File: config.mk
export PLATFORM = sky130hd
export DESIGN_NAME = slrb_builder
export DESIGN_NICKNAME = d
export VERILOG_FILES = /design/src/verilog/slrb_pkg.sv /design/src/verilog/slrb_desc_mem.sv /design/src/verilog/slrb_builder.sv
export SDC_FILE = /design/constraint.sdc
export NUM_CORES = 2
export LEC_CHECK = 0
export ABC_AREA = 0
export BUFFER_PORTS_ARGS = -buffer_cell sky130_fd_sc_hd__buf_2
export CAP_MARGIN = 0
export CORE_ASPECT_RATIO = 2
export CORE_MARGIN = 2
export CORE_UTILIZATION = 51
export CTS_BUF_LIST = sky130_fd_sc_hd__clkbuf_8
export DETAILED_ROUTE_END_ITERATION = 16
export GPL_ROUTABILITY_DRIVEN = 0
export PLACE_DENSITY = 0.7
export SLEW_MARGIN = 5
export SYNTH_ARGS = -nofsm -noshare
export SYNTH_HDL_FRONTEND = slang
export SYNTH_SLANG_ARGS = --single-unit
export TNS_END_PERCENT = 30
File: constraint.sdc
create_clock -name clk_sys -period 8.3 [get_ports clk_sys]
set_input_delay 1.66 -clock clk_sys [delete_from_list [all_inputs] [get_ports clk_sys]]
set_output_delay 1.66 -clock clk_sys [all_outputs]
set_load 0.005 [all_outputs]
File: src/verilog/slrb_pkg.sv
// Shared constants and types of the log record builder.
package slrb_pkg;
	// Log address that selects the self-test sector.
	localparam logic [7:0] SLRB_LOG_SELFTEST = 8'h06;
	// Revision word of the self-test sector, low byte first.
	localparam logic [7:0] SLRB_REV_LO = 8'h01;
	localparam logic [7:0] SLRB_REV_HI = 8'h00;
	// Descriptor ring geometry.
	localparam int SLRB_NUM_DESC = 21;
	localparam int SLRB_DESC_BYTES = 24;
	// Stored width of one descriptor: bytes n to n+8.
	localparam int SLRB_DESC_BITS = 72;
	// Byte positions inside the 512-byte sector.
	localparam logic [8:0] SLRB_POS_REV_HI = 9'h001;
	localparam logic [8:0] SLRB_POS_DESC_LO = 9'h002;
	localparam logic [8:0] SLRB_POS_DESC_HI = 9'h1F9;
	localparam logic [8:0] SLRB_POS_INDEX = 9'h1FC;
	localparam logic [8:0] SLRB_POS_CSUM = 9'h1FF;
	// Last byte offset inside a descriptor and last ring slot.
	localparam logic [4:0] SLRB_OFF_LAST = 5'h17;
	localparam logic [4:0] SLRB_SLOT_LAST = 5'h14;
	// Index value of a full ring.
	localparam logic [7:0] SLRB_INDEX_FULL = 8'h15;
	// Byte positions inside the error data structure.
	localparam logic [4:0] SLRB_ERR_RSVD = 5'h00;
	localparam logic [4:0] SLRB_ERR_ERROR = 5'h01;
	localparam logic [4:0] SLRB_ERR_SECCNT = 5'h02;
	localparam logic [4:0] SLRB_ERR_SECNUM = 5'h03;
	localparam logic [4:0] SLRB_ERR_CYLLO = 5'h04;
	localparam logic [4:0] SLRB_ERR_CYLHI = 5'h05;
	localparam logic [4:0] SLRB_ERR_DEVHEAD = 5'h06;
	localparam logic [4:0] SLRB_ERR_STATUS = 5'h07;
	localparam logic [4:0] SLRB_ERR_UNUSED = 5'h1A;
	localparam logic [4:0] SLRB_ERR_STATE = 5'h1B;
	localparam logic [4:0] SLRB_ERR_HRS_LO = 5'h1C;
	localparam logic [4:0] SLRB_ERR_HRS_HI = 5'h1D;
	// Device power state codes kept in the error data structure.
	typedef enum logic [7:0] {
		SLRB_PWR_SLEEP   = 8'h01,
		SLRB_PWR_STANDBY = 8'h02,
		SLRB_PWR_ACTIVE  = 8'h03,
		SLRB_PWR_TEST    = 8'h04
	} slrb_power_e;
endpackage : slrb_pkg

File: src/verilog/slrb_desc_mem.sv
// Descriptor storage with one write port and a registered read port.
`timescale 1ns/100ps
module slrb_desc_mem #(
	parameter int DEPTH = 21,
	parameter int WIDTH = 72,
	parameter int AW    = 5
) (
	input  wire logic             clk_sys,
	input  wire logic             wrEn,
	input  wire logic [AW-1:0]    wrAddr,
	input  wire logic [WIDTH-1:0] wrData,
	input  wire logic [AW-1:0]    rdAddr,
	output logic      [WIDTH-1:0] rdQ
);
	// The array has no reset; the owner masks slots never written.
	logic [WIDTH-1:0] store [DEPTH];

	// Refuse an address width that cannot reach every slot.
	initial begin
		if ((1 << AW) < DEPTH) begin
			$error("slrb_desc_mem: AW too small for DEPTH");
		end
	end

	// Write port.
	always_ff @(posedge clk_sys) begin
		if (wrEn) begin
			store[wrAddr] <= wrData;
		end
	end

	// Read data comes out of a register, one cycle after the address.
	always_ff @(posedge clk_sys) begin
		rdQ <= store[rdAddr];
	end
endmodule : slrb_desc_mem

File: src/verilog/slrb_builder.sv
// Builder of the error data structure and the self-test log sector.
`timescale 1ns/100ps
module slrb_builder (
	input  wire logic                 clk_sys,
	input  wire logic                 nrst,
	input  wire logic                 cmdWrite,
	input  wire slrb_pkg::slrb_power_e powerState,
	input  wire logic                 errDone,
	input  wire logic [7:0]           tfError,
	input  wire logic [7:0]           tfSecCount,
	input  wire logic [7:0]           tfSecNum,
	input  wire logic [7:0]           tfCylLo,
	input  wire logic [7:0]           tfCylHi,
	input  wire logic [7:0]           tfDevHead,
	input  wire logic [7:0]           tfStatus,
	input  wire logic [15:0]          powerOnHours,
	input  wire logic                 stIssue,
	input  wire logic                 stDone,
	input  wire logic [7:0]           stExecStatus,
	input  wire logic [7:0]           stCheckpoint,
	input  wire logic [31:0]          stFailLba,
	input  wire logic [4:0]           errRdAddr,
	output logic      [7:0]           errRdData,
	input  wire logic                 rdStart,
	input  wire logic [7:0]           rdLogAddr,
	output logic                      rdReject,
	output logic                      rdBusy,
	output logic                      rdValid,
	input  wire logic                 rdReady,
	output logic      [7:0]           rdData,
	output logic                      rdLast,
	output logic      [7:0]           stIndex
);
	import slrb_pkg::*;

	// Sector read sequencer states.
	typedef enum logic [1:0] {
		SLRB_IDLE  = 2'b00,
		SLRB_SEND  = 2'b01,
		SLRB_FETCH = 2'b10,
		SLRB_DRAIN = 2'b11
	} slrb_seq_e;

	slrb_power_e stateAtCmd_reg;   // Power state when the command arrived.
	logic [7:0]  capErr_reg;       // Error register snapshot.
	logic [7:0]  capSecCnt_reg;    // Sector count snapshot.
	logic [7:0]  capSecNum_reg;    // Sector number snapshot.
	logic [7:0]  capCylLo_reg;     // Cylinder low snapshot.
	logic [7:0]  capCylHi_reg;     // Cylinder high snapshot.
	logic [7:0]  capDevHead_reg;   // Device/head snapshot.
	logic [7:0]  capStatus_reg;    // Status snapshot.
	logic [15:0] capHours_reg;     // Power-on hours snapshot.
	logic [7:0]  stSecNum_reg;     // Sector number given with the subcommand.
	logic [7:0]  index_reg;        // Most recent descriptor, zero if empty.
	logic [20:0] slotUsed_reg;     // One bit per ring slot ever written.
	logic [4:0]  wrSlot;           // Slot that the next result fills.
	logic [SLRB_DESC_BITS-1:0] descWord; // Stored part of a descriptor.
	logic [SLRB_DESC_BITS-1:0] memQ;     // Descriptor being streamed.
	slrb_seq_e   seq_reg;          // Sequencer state.
	logic [8:0]  pos_reg;          // Sector byte to be loaded next.
	logic [4:0]  entry_reg;        // Descriptor being streamed.
	logic [4:0]  off_reg;          // Byte offset inside that descriptor.
	logic [7:0]  sum_reg;          // Sum of the bytes loaded so far.
	logic [7:0]  curByte;          // Byte at pos_reg.
	logic        inDesc;           // pos_reg lies inside the descriptors.
	logic        load;             // Output register takes curByte.
	logic        accept;           // A read request is taken.

	// Snapshot the power state on each command write.
	always_ff @(posedge clk_sys or negedge nrst) begin
		if (!nrst) begin
			stateAtCmd_reg <= SLRB_PWR_ACTIVE;
		end else if (cmdWrite) begin
			stateAtCmd_reg <= powerState;
		end
	end

	// Capture the task file and hours when a failing command completes.
	always_ff @(posedge clk_sys or negedge nrst) begin
		if (!nrst) begin
			capErr_reg     <= 8'h00;
			capSecCnt_reg  <= 8'h00;
			capSecNum_reg  <= 8'h00;
			capCylLo_reg   <= 8'h00;
			capCylHi_reg   <= 8'h00;
			capDevHead_reg <= 8'h00;
			capStatus_reg  <= 8'h00;
			capHours_reg   <= 16'h0000;
		end else if (errDone) begin
			capErr_reg     <= tfError;
			capSecCnt_reg  <= tfSecCount;
			capSecNum_reg  <= tfSecNum;
			capCylLo_reg   <= tfCylLo;
			capCylHi_reg   <= tfCylHi;
			capDevHead_reg <= tfDevHead;
			capStatus_reg  <= tfStatus;
			capHours_reg   <= powerOnHours;
		end
	end

	// Error data structure read port; data appear one cycle later.
	always_ff @(posedge clk_sys or negedge nrst) begin
		if (!nrst) begin
			errRdData <= 8'h00;
		end else if (errRdAddr == SLRB_ERR_ERROR) begin
			errRdData <= capErr_reg;
		end else if (errRdAddr == SLRB_ERR_SECCNT) begin
			errRdData <= capSecCnt_reg;
		end else if (errRdAddr == SLRB_ERR_SECNUM) begin
			errRdData <= capSecNum_reg;
		end else if (errRdAddr == SLRB_ERR_CYLLO) begin
			errRdData <= capCylLo_reg;
		end else if (errRdAddr == SLRB_ERR_CYLHI) begin
			errRdData <= capCylHi_reg;
		end else if (errRdAddr == SLRB_ERR_DEVHEAD) begin
			errRdData <= capDevHead_reg;
		end else if (errRdAddr == SLRB_ERR_STATUS) begin
			errRdData <= capStatus_reg;
		end else if (errRdAddr == SLRB_ERR_STATE) begin
			errRdData <= stateAtCmd_reg;
		end else if (errRdAddr == SLRB_ERR_HRS_LO) begin
			errRdData <= capHours_reg[7:0];
		end else if (errRdAddr == SLRB_ERR_HRS_HI) begin
			errRdData <= capHours_reg[15:8];
		end else begin
			// Reserved, vendor and unassigned bytes stay zero.
			errRdData <= 8'h00;
		end
	end

	// Keep the sector number that came with the self-test subcommand.
	always_ff @(posedge clk_sys or negedge nrst) begin
		if (!nrst) begin
			stSecNum_reg <= 8'h00;
		end else if (stIssue) begin
			stSecNum_reg <= tfSecNum;
		end
	end

	// The index doubles as the write pointer: a full ring writes slot 0.
	assign wrSlot = (index_reg == SLRB_INDEX_FULL) ? 5'h00 : index_reg[4:0];
	// Descriptor bytes n to n+8, low byte at the low address of a field.
	assign descWord = {stFailLba, stCheckpoint, powerOnHours, stExecStatus,
		stSecNum_reg};

	// Index and slot bookkeeping on each finished self-test.
	always_ff @(posedge clk_sys or negedge nrst) begin
		if (!nrst) begin
			index_reg    <= 8'h00;
			slotUsed_reg <= 21'h000000;
		end else if (stDone) begin
			index_reg <= {3'h0, wrSlot} + 8'h01;
			slotUsed_reg[wrSlot] <= 1'b1;
		end
	end
	assign stIndex = index_reg;

	// Ring storage; the read address follows the streamed descriptor.
	slrb_desc_mem #(
		.DEPTH (SLRB_NUM_DESC),
		.WIDTH (SLRB_DESC_BITS),
		.AW    (5)
	) u_mem (
		.clk_sys (clk_sys),
		.wrEn    (stDone),
		.wrAddr  (wrSlot),
		.wrData  (descWord),
		.rdAddr  (entry_reg),
		.rdQ     (memQ)
	);

	// Sector byte selection by position.
	assign inDesc = (pos_reg >= SLRB_POS_DESC_LO) &&
		(pos_reg <= SLRB_POS_DESC_HI);
	always_comb begin
		curByte = 8'h00;
		if (pos_reg == 9'h000) begin
			curByte = SLRB_REV_LO;
		end else if (pos_reg == SLRB_POS_REV_HI) begin
			curByte = SLRB_REV_HI;
		end else if (inDesc) begin
			// Slots never written, and vendor bytes, read as zero.
			if (slotUsed_reg[entry_reg] && off_reg < 5'h09) begin
				curByte = memQ[off_reg*8 +: 8];
			end
		end else if (pos_reg == SLRB_POS_INDEX) begin
			curByte = index_reg;
		end else if (pos_reg == SLRB_POS_CSUM) begin
			curByte = 8'h00 - sum_reg;
		end
	end

	// Only the self-test sector is served; the rest is refused.
	assign accept = rdStart && (seq_reg == SLRB_IDLE) &&
		(rdLogAddr == SLRB_LOG_SELFTEST);
	assign rdReject = rdStart && !accept;
	assign rdBusy = (seq_reg != SLRB_IDLE);
	assign load = (seq_reg == SLRB_SEND) && (!rdValid || rdReady);

	// Sequencer; a fetch cycle lets the memory catch up at each entry.
	always_ff @(posedge clk_sys or negedge nrst) begin
		if (!nrst) begin
			seq_reg   <= SLRB_IDLE;
			pos_reg   <= 9'h000;
			entry_reg <= 5'h00;
			off_reg   <= 5'h00;
			sum_reg   <= 8'h00;
		end else begin
			case (seq_reg)
				SLRB_IDLE: begin
					if (accept) begin
						seq_reg   <= SLRB_SEND;
						pos_reg   <= 9'h000;
						entry_reg <= 5'h00;
						off_reg   <= 5'h00;
						sum_reg   <= 8'h00;
					end
				end
				SLRB_SEND: begin
					if (load) begin
						pos_reg <= pos_reg + 9'h001;
						sum_reg <= sum_reg + curByte;
						if (pos_reg == SLRB_POS_CSUM) begin
							seq_reg <= SLRB_DRAIN;
						end else if (pos_reg == SLRB_POS_REV_HI) begin
							seq_reg <= SLRB_FETCH;
						end else if (inDesc && off_reg == SLRB_OFF_LAST) begin
							off_reg <= 5'h00;
							if (entry_reg != SLRB_SLOT_LAST) begin
								entry_reg <= entry_reg + 5'h01;
								seq_reg   <= SLRB_FETCH;
							end
						end else if (inDesc) begin
							off_reg <= off_reg + 5'h01;
						end
					end
				end
				SLRB_FETCH: begin
					seq_reg <= SLRB_SEND;
				end
				default: begin
					if (rdReady) begin
						seq_reg <= SLRB_IDLE;
					end
				end
			endcase
		end
	end

	// Output register; it holds until the host takes the byte.
	always_ff @(posedge clk_sys or negedge nrst) begin
		if (!nrst) begin
			rdValid <= 1'b0;
			rdData  <= 8'h00;
			rdLast  <= 1'b0;
		end else if (load) begin
			rdValid <= 1'b1;
			rdData  <= curByte;
			rdLast  <= (pos_reg == SLRB_POS_CSUM);
		end else if (rdReady) begin
			rdValid <= 1'b0;
			rdLast  <= 1'b0;
		end
	end

	// Helper for the checks: position and sum of bytes the host took.
	logic [8:0] outPos;
	logic [7:0] outSum;
	always_ff @(posedge clk_sys or negedge nrst) begin
		if (!nrst) begin
			outPos <= 9'h000;
			outSum <= 8'h00;
		end else if (accept) begin
			outPos <= 9'h000;
			outSum <= 8'h00;
		end else if (rdValid && rdReady) begin
			outPos <= outPos + 9'h001;
			outSum <= outSum + rdData;
		end
	end
endmodule : slrb_builder

==> out/summary.txt <==
status: complete, no violations
crit path from: entry_reg[0]$_DFFE_PN0P_
Worst Hold Depth: 2
Crit. path cell count: 16
post-synthesis sequential area ratio: 0.761
CP max FO: 85
final hold vios: 0
Core Rows: 188
largest net degree at the start of global routing: 127
Critical Path Most Common Cell: a21oi_1
Sink Count: 1746
Slew HR: 0.241
Crit-path slowest cell: dfrtp_4
crit path kind: reg2reg
I/O Buffers: 174
ys async rst share: 0.0928
RSZ-0062 raised after global routing: no
vias per cell: 6.08
Critical Path RT: 9.10 ns
Avg WL per Cell: 29.3 um
crit share post-route: 0.581
Fmax: 207 MHz
Worst-path clk slew: 0.08 ns
final setup fails: 0
post-DP HPWL: 86.5 mm
maximum clock path buffer count: 4
cts repair resizes: 0
die area: 134000 um^2
total wire length: 157 mm
Final Critical Period: 4.83 ns
Iter 0 DRT Violations: 2916
postcts setup bufs: 0
worst skew pair latency: 0.95 ns
DRT antenna net count: 0
Root Buffer: clkbuf_8
worst-path cell chain: buf_12 > nand2_1 > a21oi_1 > o21ai_0 > a31oi_2 > a21oi_1 > nor2_1 > ha_1 > a21o_1 > a21oi_1 > nor2b_1 > o21a_1 > o41ai_1 > xor2_1 > nor2_1 > a221o_1
Fill cells: 9602
initial core utilization: 0.512
synthesis-stage register bit count: 1746
TritonCTS Buffers: 231
setup ws final: 3.47 ns
YS warnings: 0
NumNets Final: 3622
share of layout cells above drive strength 1: 0.317
# Max-Cap Violations: 0
Sequential Area: 50900 um^2
Tightest Hold Check Type: reg2reg
CP startpoint kind: register
H-tree level count: 4
Critical Path Sink Type: register
syn avg cell area: 21.3 um^2
antenna violations before repair: 12
EDFF count, synth: 1512
Clock Skews: 0.0936 ns
I/O pins: 177
Area Overhead vs Synth: 11.6%
Largest delay share family, worst path: compound AO/OA/AOI/OAI gates
Pre-antenna DRT Iters: 7
core area: 131000 um^2
first-pass GRT wire length: 229 mm
worst vdd rail ir drop: 0.000170 V
fin. max-slew vios: 0
Critical Path AT: 5.62 ns
max FFs per register: 1512
Synth Cell Area: 66900 um^2
Crit path buffers/inverters: 1
worst r2r path cells: 16
Post-route DRC: 0
cell count after synthesis: 3136
Post-CTS Hold Buffers: 0
Tot GR Track Use: 0.237
Post-DP Area: 70000 um^2
Reg2Reg Launch Point: entry_reg[0]$_DFFE_PN0P_
setup TNS: 0 ns
DR vias: 32500
Netlist cell types: 63
Horiz. Die Dim: 260 um
Die Span Y: 516 um
global route total overflow: 0
CTS tree: built
Pwr per Cell Area: 300 nW/um^2
Hold Crit Start: capErr_reg[0]$_DFFE_PN0P_
Setup WS pre-CTS: 3.46 ns
Synth Flop Type: edfxtp_1
multi-input logic area: 15400 um^2
Least-Margin Pin Slew: 1.14 ns
CP max stage delay: 0.96 ns
PnR Total Power: 22400 uW
number of global-route vias before repair: 33800
Post-Layout Inst Area: 74600 um^2
Lkg Pwr: 0.0241 uW
hold_ws: 0.408 ns
==> worst register-to-register path: cells and delay by family (launching register included) <==
family,cells,cell delay (ns)
flip-flops,1,0.96
buffers and inverters,1,0.56
AND/OR/NAND/NOR,4,0.62
AO/OA/AOI/OAI,9,2.07
XOR/XNOR,1,0.23
adder cells (fa/ha/maj),1,0.27
==> cell usage after synthesis, types with 8 or more instances <==
| library cell | count | area share |
|---|---|---|
| inv_1 | 19 | 0.0011 |
| nand3_1 | 29 | 0.0022 |
| mux2_2 | 90 | 0.015 |
| clkbuf_1 | 68 | 0.0038 |
| o21ai_0 | 56 | 0.0042 |
| ha_1 | 20 | 0.0037 |
| a22oi_1 | 17 | 0.0019 |
| dfrtp_1 | 160 | 0.060 |
| mux4_2 | 450 | 0.15 |
| edfxtp_1 | 1512 | 0.68 |
| nor3_1 | 13 | 0.00097 |
| a222oi_1 | 8 | 0.0012 |
| o22ai_1 | 9 | 0.00084 |
| a21oi_1 | 38 | 0.0028 |
| o21ai_1 | 55 | 0.0041 |
| buf_2 | 60 | 0.0045 |
| o31ai_1 | 12 | 0.0013 |
| dfxtp_1 | 72 | 0.022 |
| nor2_1 | 59 | 0.0033 |
| xor2_1 | 10 | 0.0013 |
| buf_1 | 27 | 0.0015 |
| mux2i_1 | 84 | 0.013 |
| nand2_1 | 159 | 0.0089 |
| or2_2 | 17 | 0.0016 |
==> area by class of cell <==
cell class / instances / area share
multi-input cells: 1212 / 0.206
repair buffers: 242 / 0.0193
inverters: 19 / 0.00102
well taps: 1710 / 0.0287
flip-flops and latches: 1746 / 0.682
clock inverters: 157 / 0.0140
diodes: 4 / 0.000134
clock buffers: 264 / 0.0487
==> per-stage QoR <==
stage          utilization  instances
2_1_floorplan            -       3137
3_3_place_gp         0.535       4929
3_5_place_dp         0.535       4929
4_1_cts              0.571       5350
5_1_grt              0.571       5352
6_report             0.571       5354
==> where the power goes <==
group | internal, uW | switching [uW] | total [uW] | leakage (uW)
sequential | 10400 | 592 | 11000 | 0.0162
combinational | 2370 | 2550 | 4920 | 0.00527
clock | 3340 | 3130 | 6480 | 0.00264
==> final timing paths <==
check	to	slack (ns)
min in group asynchronous	capCylHi_reg[0]$_DFFE_PN0P_	0.84
min	errRdData[0]$_DFF_PN0_	0.41
max in group asynchronous	entry_reg[2]$_DFFE_PN0P_	5.90
max	sum_reg[7]$_DFFE_PN0P_	3.47
max reg2reg	sum_reg[7]$_DFFE_PN0P_	3.47
min reg2reg	errRdData[0]$_DFF_PN0_	0.41
==> layer usage <==
metal  wire length, um  part of all wire  vias to the layer above  GRT usage
met3              9300             0.059                      309     0.0313
met5                 0                 0                        -          0
li1                  -                 -                    13600          -
met2             85000              0.54                     1352      0.425
met4              5710             0.036                        0     0.0926
met1             56800              0.36                    17300      0.290
==> placed cells by master (no fill, tap or decap), types with 29 or more instances in the layout <==
cell type  count
mux2i_1       84
clkinv_2      32
mux2_2        90
a21oi_1       38
nand2_1      159
dfxtp_1       72
inv_1         80
edfxtp_1    1512
dfrtp_1      156
buf_4         64
mux4_2       450
o21ai_1       55
buf_2        173
nor2_1        39
nand3_1       29
clkbuf_8     264
o21ai_0       56
clkinv_1      39
==> logic make-up after synthesis <==
logic type / share of synthesized area
AO/OA/AOI/OAI: 0.0204
multiplexers: 0.179
AND/OR/NAND/NOR: 0.0216
XOR/XNOR: 0.00223
flip-flops: 0.761
adder cells (fa/ha/maj): 0.00404
other: 0.0000561
buffers and inverters: 0.0116
(Power assumes the default switching activity.)
